**src/core/kpi_defs.vh**
```
// Purpose: constants for the keyboard pin interrupt block
// Assumes: 8-bit registers on a simple strobe port
// Notes: offsets are register indices on the local port
`ifndef KPI_DEFS_VH
`define KPI_DEFS_VH
`define KPI_ADDR_W 2
`define KPI_OFF_STATUS_CONTROL 2'h0
`define KPI_OFF_PIN_ENABLE 2'h1
`define KPI_OFF_POLARITY_SELECT 2'h2
`define KPI_BIT_EVENT_FLAG 3
`define KPI_BIT_EVENT_ACK 2
`define KPI_BIT_IRQ_ENABLE 1
`define KPI_BIT_DETECT_MODE 0
`define KPI_RST_STATUS_CONTROL 8'h00
`define KPI_RST_PIN_ENABLE 8'h00
`define KPI_RST_POLARITY_SELECT 8'h00
`define KPI_PINS 8
`endif

```
**src/core/kpi_pin_detect.v**
```verilog
// Purpose: per-pin asserted level and edge detection
// Assumes: inputs synchronous to mclk
// Notes: one sample register per pin
module kpi_pin_detect
(
    input wire mclk, // clock
    input wire nrst, // async reset, active low
    input wire [7:0] key_input_pins, // raw key inputs
    input wire [7:0] pin_enable_bits, // pin enables
    input wire [7:0] pin_polarity_bits, // 0 falling/low, 1 rising/high
    output wire [7:0] pin_asserted, // enabled pin at asserted level
    output wire [7:0] pin_edge // enabled pin went deasserted to asserted
);
    reg [7:0] prev_asserted;
    wire [7:0] now_asserted;

    // =========================================================
    // polarity and enable
    genvar i;
    generate
        for (i = 0; i < 8; i = i + 1)
        begin : g_pin
            // polarity 0 asserts low, 1 asserts high
            assign now_asserted[i] = key_input_pins[i] ~^ pin_polarity_bits[i];
            assign pin_asserted[i] = now_asserted[i] & pin_enable_bits[i];
            // deasserted one bus cycle, asserted the next
            assign pin_edge[i] = pin_asserted[i] & ~prev_asserted[i];
        end
    endgenerate

    // =========================================================
    // previous sample
    always @(posedge mclk or negedge nrst)
    begin
        if (!nrst)
            prev_asserted <= 8'h00;
        else
            prev_asserted <= pin_asserted;
    end
endmodule // kpi_pin_detect

```
**src/core/kpi_top.v**
```verilog
// Purpose: keyboard pin interrupt block with three 8-bit registers
// Assumes: register port strobes one cycle; pins synchronous to mclk
// Notes: read data valid the cycle after the read strobe
//
// What this block does
// - status bits 7:4 read zero
// - flag bit 3 read-only
// - bit 2 write-one acknowledge, reads zero
// - bit 1 gates interrupt request
// - bit 0 selects edge or edge+level
// - pin enable bit includes each pin
// - polarity bit selects falling/low or rising/high
// - falling edge: high then low sample
// - rising edge: low then high sample
// - no new edge until all deasserted
// - edge mode: edge sets flag, requests interrupt
// - edge mode: acknowledge clears flag
// - level mode: edge or level sets flag
// - level mode: acknowledge fails while asserted
// - polarity picks pullup or pulldown
// - eight independently enabled input pins
// - stop-state wake via asynchronous detection
//
// Local design decisions: the address-and-strobe port and the address map.
`include "kpi_defs.vh"
module kpi_top
(
    input wire mclk, // 200 MHz clock
    input wire nrst, // async reset, active low
    input wire [1:0] reg_addr, // register index
    input wire [7:0] reg_wdata, // write data
    input wire reg_wr, // write strobe
    input wire reg_rd, // read strobe
    output reg [7:0] reg_rdata, // read data, cycle after strobe
    input wire [7:0] key_input_pins, // key inputs
    input wire [7:0] port_pullup_enable, // resistor enables from port
    output wire [7:0] pull_up_en, // enable pullup per pin
    output wire [7:0] pull_down_en, // enable pulldown per pin
    output wire wake_request, // wake request in stop state
    output reg irq // interrupt request
);
    reg event_flag;
    reg interrupt_enable_bit;
    reg detect_mode_select;
    reg [7:0] pin_enable_bits;
    reg [7:0] pin_polarity_bits;
    reg armed;
    wire [7:0] pin_asserted;
    wire [7:0] pin_edge;
    wire any_asserted;
    wire edge_seen;
    wire level_seen;
    wire set_event;
    wire ack_write;
    wire wr_sc;
    wire [7:0] status_view;
    // status reset value kept whole so single bits can be picked out
    localparam [7:0] sc_reset = `KPI_RST_STATUS_CONTROL;

    // =========================================================
    // pin detection
    kpi_pin_detect u_detect
    (
        .mclk(mclk),
        .nrst(nrst),
        .key_input_pins(key_input_pins),
        .pin_enable_bits(pin_enable_bits),
        .pin_polarity_bits(pin_polarity_bits),
        .pin_asserted(pin_asserted),
        .pin_edge(pin_edge)
    );

    assign any_asserted = |pin_asserted;
    assign edge_seen = armed & (|pin_edge);
    assign level_seen = detect_mode_select & any_asserted;
    assign set_event = edge_seen | level_seen;

    // =========================================================
    // edge re-arm: disarm on edge, re-arm once all deasserted
    always @(posedge mclk or negedge nrst)
    begin
        if (!nrst)
            armed <= 1'b1;
        else if (!any_asserted)
            armed <= 1'b1;
        else if (|pin_edge)
            armed <= 1'b0;
    end

    // =========================================================
    // register writes
    assign wr_sc = reg_wr & (reg_addr == `KPI_OFF_STATUS_CONTROL);
    assign ack_write = wr_sc & reg_wdata[`KPI_BIT_EVENT_ACK];

    always @(posedge mclk or negedge nrst)
    begin
        if (!nrst)
        begin
            interrupt_enable_bit <= sc_reset[`KPI_BIT_IRQ_ENABLE];
            detect_mode_select <= sc_reset[`KPI_BIT_DETECT_MODE];
            pin_enable_bits <= `KPI_RST_PIN_ENABLE;
            pin_polarity_bits <= `KPI_RST_POLARITY_SELECT;
        end
        else if (reg_wr)
        begin
            case (reg_addr)
                `KPI_OFF_STATUS_CONTROL:
                begin
                    interrupt_enable_bit <= reg_wdata[`KPI_BIT_IRQ_ENABLE];
                    detect_mode_select <= reg_wdata[`KPI_BIT_DETECT_MODE];
                end
                `KPI_OFF_PIN_ENABLE: pin_enable_bits <= reg_wdata;
                `KPI_OFF_POLARITY_SELECT: pin_polarity_bits <= reg_wdata;
                default:
                begin
                    pin_enable_bits <= pin_enable_bits;
                end
            endcase
        end
    end

    // =========================================================
    // event flag: set wins over acknowledge
    always @(posedge mclk or negedge nrst)
    begin
        if (!nrst)
            event_flag <= 1'b0;
        else if (set_event)
            event_flag <= 1'b1;
        else if (ack_write)
            event_flag <= 1'b0;
    end

    // =========================================================
    // interrupt request
    always @(posedge mclk or negedge nrst)
    begin
        if (!nrst)
            irq <= 1'b0;
        else
            irq <= event_flag & interrupt_enable_bit;
    end

    // asynchronous path for the stop state, no clock needed
    assign wake_request = interrupt_enable_bit & any_asserted;

    // =========================================================
    // resistor direction
    assign pull_up_en = port_pullup_enable & ~pin_polarity_bits;
    assign pull_down_en = port_pullup_enable & pin_polarity_bits;

    // =========================================================
    // register reads
    assign status_view = {4'h0, event_flag, 1'b0, interrupt_enable_bit,
        detect_mode_select};

    always @(posedge mclk or negedge nrst)
    begin
        if (!nrst)
            reg_rdata <= 8'h00;
        else if (reg_rd)
        begin
            case (reg_addr)
                `KPI_OFF_STATUS_CONTROL: reg_rdata <= status_view;
                `KPI_OFF_PIN_ENABLE: reg_rdata <= pin_enable_bits;
                `KPI_OFF_POLARITY_SELECT: reg_rdata <= pin_polarity_bits;
                default: reg_rdata <= 8'h00;
            endcase
        end
        else
            reg_rdata <= 8'h00;
    end
endmodule // kpi_top

```
**config.mk**
```make
export PLATFORM = sky130hd
export DESIGN_NAME = kpi_top
export DESIGN_NICKNAME = d
export VERILOG_FILES = /design/src/core/kpi_pin_detect.v /design/src/core/kpi_top.v
export VERILOG_INCLUDE_DIRS = /design/src /design/src/core
export SDC_FILE = /design/constraint.sdc
export NUM_CORES = 1
export LEC_CHECK = 0
export BUFFER_PORTS_ARGS = -buffer_cell sky130_fd_sc_hd__buf_2
export CAP_MARGIN = 20
export CELL_PAD_IN_SITES_DETAIL_PLACEMENT = 0
export CELL_PAD_IN_SITES_GLOBAL_PLACEMENT = 1
export CORE_UTILIZATION = 35
export CTS_CLUSTER_DIAMETER = 200
export DETAILED_ROUTE_END_ITERATION = 8
export PLACE_DENSITY = 0.8
export REMOVE_ABC_BUFFERS = 1
export SKIP_LAST_GASP = 1
export SLEW_MARGIN = 40
export SYNTH_ARGS = -nofsm -noshare
export SYNTH_HDL_FRONTEND = slang
export SYNTH_HIERARCHICAL = 1
export SYNTH_SLANG_ARGS = --single-unit
```
**constraint.sdc**
```tcl
create_clock -name mclk -period 1.4 [get_ports mclk]
set_input_delay 0.28 -clock mclk [delete_from_list [all_inputs] [get_ports mclk]]
set_output_delay 0.28 -clock mclk [all_outputs]
set_load 0.02 [all_outputs]
```
### Yosys cells after proc, flatten, opt, wreduce, memory -nomap -nowiden

Cells that the tools add are included.

| cells by class | value |
|---|---|
| equality and inequality tests | 3 |
| multiplexer cells | 6 |
| bitwise operators | 42 |
| reduce and logical (&&, ||, !) cells | 7 |

Operator list:

| operator | count |
|---|---|
| $pmux 8 s3 | 1 |
| $and 1x1->1 | 22 |
| $and 8x8->8 | 2 |
| $reduce_or 8->1 | 2 |
| $mux 8 | 1 |
| $not 1->1 | 8 |
| $not 8->8 | 1 |
| $xnor 1x1->1 | 8 |
| $reduce_and 2->1 | 3 |
| $mux 1 | 4 |
| $eq 2x1->1 const B | 1 |
| $eq 2x2->1 const B | 1 |
| $logic_not 2->1 | 1 |
| $ne 2x1->1 const B | 1 |
| $reduce_bool 2->1 | 1 |
| $or 1x1->1 | 1 |

| storage, ports and cells | value |
|---|---|
| flip-flop bits (word level) | 37 |
| bits of input ports | 30 |
| output and inout port bits | 26 |
| logic and storage cells | 67 |

### Depth between registers and ports, before layout

| logic depth | value |
|---|---|
| depth in word-level cells | 7 |
| depth in mapped cells | 5 |
| gate-level depth less buffers | 5 |

### Cells and area by module

The synthesis kept the hierarchy.

By module, submodules not included:

| module | instances | cells each | area each (um^2) | seq. area each (um^2) |
|---|---|---|---|---|
| kpi_top | 1 | 104 | 1366.3 | 726.9 |
| kpi_pin_detect | 1 | 32 | 390.4 | 200.2 |

### Worst setup path before layout

Ideal clock, no wire load.

| path | value |
|---|---|
| path kind | reg2out |
| from | register pin_polarity_bits[1] |
| to | output port wake_request |
| arrival | 1.269 ns |
| data required time | 1.120 ns |
| setup slack | -0.149 ns |
| cell stages (with the launch flop) | 6 |
| path buffers | 0 |
| cells stage by stage | dfrtp_1 -> xnor2_1 -> and2_1 -> nor4_1 -> nand2_1 -> and2_1 |

| between the ends | value |
|---|---|
| cells in the longest elaborated chain, start to end | 4 |

RTL lines:

| item | RTL line | RTL |
|---|---|---|
| start, declared | kpi_top.v:46 | `reg [7:0] pin_polarity_bits;` |
| start signal, assigned | kpi_top.v:102 | `` pin_polarity_bits <= `KPI_RST_POLARITY_SELECT; `` |
| start signal, assigned | kpi_top.v:113 | `` `KPI_OFF_POLARITY_SELECT: pin_polarity_bits <= reg_wdata; `` |
| $xnor 1x1->1 | kpi_pin_detect.v:24 | `assign now_asserted[i] = key_input_pins[i] ~^ pin_polarity_bits[i];` |
| $and 1x1->1 | kpi_pin_detect.v:25 | `assign pin_asserted[i] = now_asserted[i] & pin_enable_bits[i];` |
| named net pin_asserted[1] | kpi_top.v:48 | `wire [7:0] pin_asserted;` |
| $reduce_or 8->1 | kpi_top.v:73 | `assign any_asserted = \|pin_asserted;` |
| $and 1x1->1 | kpi_top.v:145 | `assign wake_request = interrupt_enable_bit & any_asserted;` |
| end, declared | kpi_top.v:39 | `output wire wake_request,` |

The timed path passes the listed nets, and every way through them passes these cells.

### Final worst setup path

| path | value |
|---|---|
| from | register pin_polarity_bits[2] |
| to | output port wake_request |

The elaborated chain is that of the path after synthesis.

==> results.ini <==
[global_routing]
gr-total-overflow = 0
grt_pass1_vias = 1278
grt_max_degree = 18
grt_use_total_pct = 16.3
grt_pass1_wl_mm = 6.23
antenna_found_initial = 0

[sta]
period_minus_slack_ns = 1.92
layout_setup_ws_ns = -0.516
hold_ws_ns = 0.238
clock.fmax_mhz = 522
final_hold_viol_count = 0
rsz0062_at_grt = yes
finalSetupViolations = 5
relSlewSlack_pct = 75.0
worstMarginPinSlew_ns = 0.376
timing.final.max_slew_violations = 0
clock_skew_ns = 0.00830
min_period_over_period_pct = 137

[synthesis]
ys_seq_elements = 37
synth_xor_area_share_pct = 3.99
synth_adder_area_share_pct = 0
synth_mux_area_share_pct = 15.0
ys.warnings.count = 6
yosysSeqAreaShare_pct = 52.8
synthCells = 136
syn_avg_cell_area_um2 = 12.9
ys_types = 24
synth_top_family_by_area = simple AND/OR/NAND/NOR gates
synth_compound_area_share_pct = 4.42
syn_area_um2 = 1760
yosys.area_share.simple_pct = 22.8

[routing]
drt-total-wl_mm = 3.93
drt_iter0_drc = 36
vias = 1340
wl_per_cell_um = 13.5
remaining_drc_errors = 0
ant_nets = 0
vias_per_cell = 4.62
firstDrtPassIters = 6

[finish]
finalNetCount = 252
syn_to_final_growth_pct = 44.4
nFillCells = 428
fin_util_pct = 53.0
drive_above_1_share_pct = 57.0
num_antenna_cells = 0
final_common_cell = buf_2
layout_common_cells = buf_2, dfrtp_1, buf_4

[floorplanning]
core_area_um2 = 4790
die_area_um2 = 5310
die_w_um = 72.8
num_io_pins = 56
row_count = 25
fp.dieH_um = 72.8
start_util_pct = 36.7

[cts]
cts_sinks = 37
clock_latency_ns = 0.29
htreeDepth = 2
cts.path.max_buffers = 2
root_buffer = clkbuf_8
clkSlewWorstSetupHoldPaths_ns = 0.07
numCtsBuffers = 5
cts_tree = done

[placed_design]
hpwlAfterDp_mm = 2.90
numPortBuffers = 55
gp_congestion = 0.756

[power_and_ir_drop]
powerDensity_nw_per_um2 = 1300
power_mw = 3.29
ir_drop_uv = 611
leakagePower_nw = 1.26

[worst_setup_path]
crit_type = reg -> out
crit_path_start_kind = flip-flop
worstPathRequired_ns = 1.12
crit_fanout = 2
crit_arrival_ns = 1.64
crit_path_end_kind = output port

[run_status]
status = complete, but fails checks
violations = negative setup slack

[hold_path]
hold_class = in -> reg

[run]
maxCapViolCount = 0

==> registers in the layout, indices dropped and copies added, names as in the netlist <==
name,count
detect_mode_select,1
u_detect/prev_asserted,8
reg_rdata,8
pin_polarity_bits,8
interrupt_enable_bit,1
armed,1
irq,1
event_flag,1
pin_enable_bits,8
==> power by group <==
group | internal [mW] | leakage, nW | total (mW) | switching, mW
Combinational | 0.695 | 0.764 | 1.21 | 0.518
Sequential | 1.26 | 0.456 | 1.37 | 0.109
Clock | 0.349 | 0.0422 | 0.707 | 0.358
Total | 2.31 | 1.26 | 3.29 | 0.985
==> repair_timing <==
item                                    CTS  global route
hold buffers                              1             0
endpoints found under the setup margin    5            19
pin swaps                                 8             7
resized for setup                        17            27
hold endpoints to repair                 14             0
buffers inserted                          1             5
==> per-layer routing <==
metal  global-route usage [%]  vias up  part of all wire [%]
li1                         -      640                     -
met4                     5.23        0                   1.2
met2                     27.1       49                    50
met3                     3.45        5                   5.4
met1                     21.3      646                    43
met5                        0        -                     0
==> final timing paths <==
| path | from | endpoint | slack [ns] | cells past startpoint |
|---|---|---|---|---|
| hold reg to reg | armed | armed | 0.47 | 2 |
| max in group asynchronous | nrst | event_flag | 0.41 | 3 |
| setup / recovery | pin_polarity_bits[2] | wake_request | -0.52 | 6 |
| min in group asynchronous | nrst | pin_enable_bits[2] | 0.43 | 2 |
| setup reg to reg | pin_polarity_bits[2] | event_flag | -0.28 | 6 |
| hold / removal | reg_wdata[4] | pin_polarity_bits[4] | 0.24 | 2 |
==> cell usage after synthesis (all sizes together) <==
library cell  number  area share, %
a21boi             4            1.7
a221o              1           0.57
a22oi              5            2.1
and2              18            6.4
and2b              1           0.43
and3b              8            4.0
buf                2            1.1
dfrtp             36             51
dfstp              1            1.5
mux2              18             13
mux2i              3            1.7
nand2              7            2.4
nand3              1           0.28
nand3b             1           0.64
nor2b             14            5.4
nor3b              1           0.71
nor4               4            1.4
or2                3            1.1
xnor2              8            4.0
==> logic make-up after synthesis <==
logic type | after synthesis
AND/OR/NAND/NOR | 58
multiplexers | 21
buffers and inverters | 2
AO/OA/AOI/OAI | 10
XOR/XNOR | 8
flip-flops | 37
==> worst max-delay path: stages, from the launching register on <==
cell,delay (ns)
dfrtp_1,0.41
xnor2_2,0.15
and2_4,0.16
nor4_4,0.26
nand2_1,0.10
and2_4,0.15
buf_6,0.12
==> cell type report <==
type / instances / area (um^2) / area share [%]
Clock inverter: 1 / 5.00 / 0.197
Sequential cell: 37 / 927 / 36.5
Timing Repair Buffer: 81 / 556 / 21.9
Clock buffer: 7 / 76.3 / 3.01
Multi-Input combinational cell: 97 / 890 / 35.1
Tap cell: 67 / 83.8 / 3.30
==> through the flow <==
stage	std cells	cell area, um^2	setup slack (ns)	TNS, ns
after floorplan	134	1740	-0.149	-0.252
after global placement	277	2250	-0.345	-0.683
after detailed placement	277	2250	-0.361	-0.727
after CTS	287	2430	-0.531	-1.01
after global routing	290	2540	-0.604	-1.45
final	290	2540	-0.516	-1.01
(Power assumes the default switching activity.)
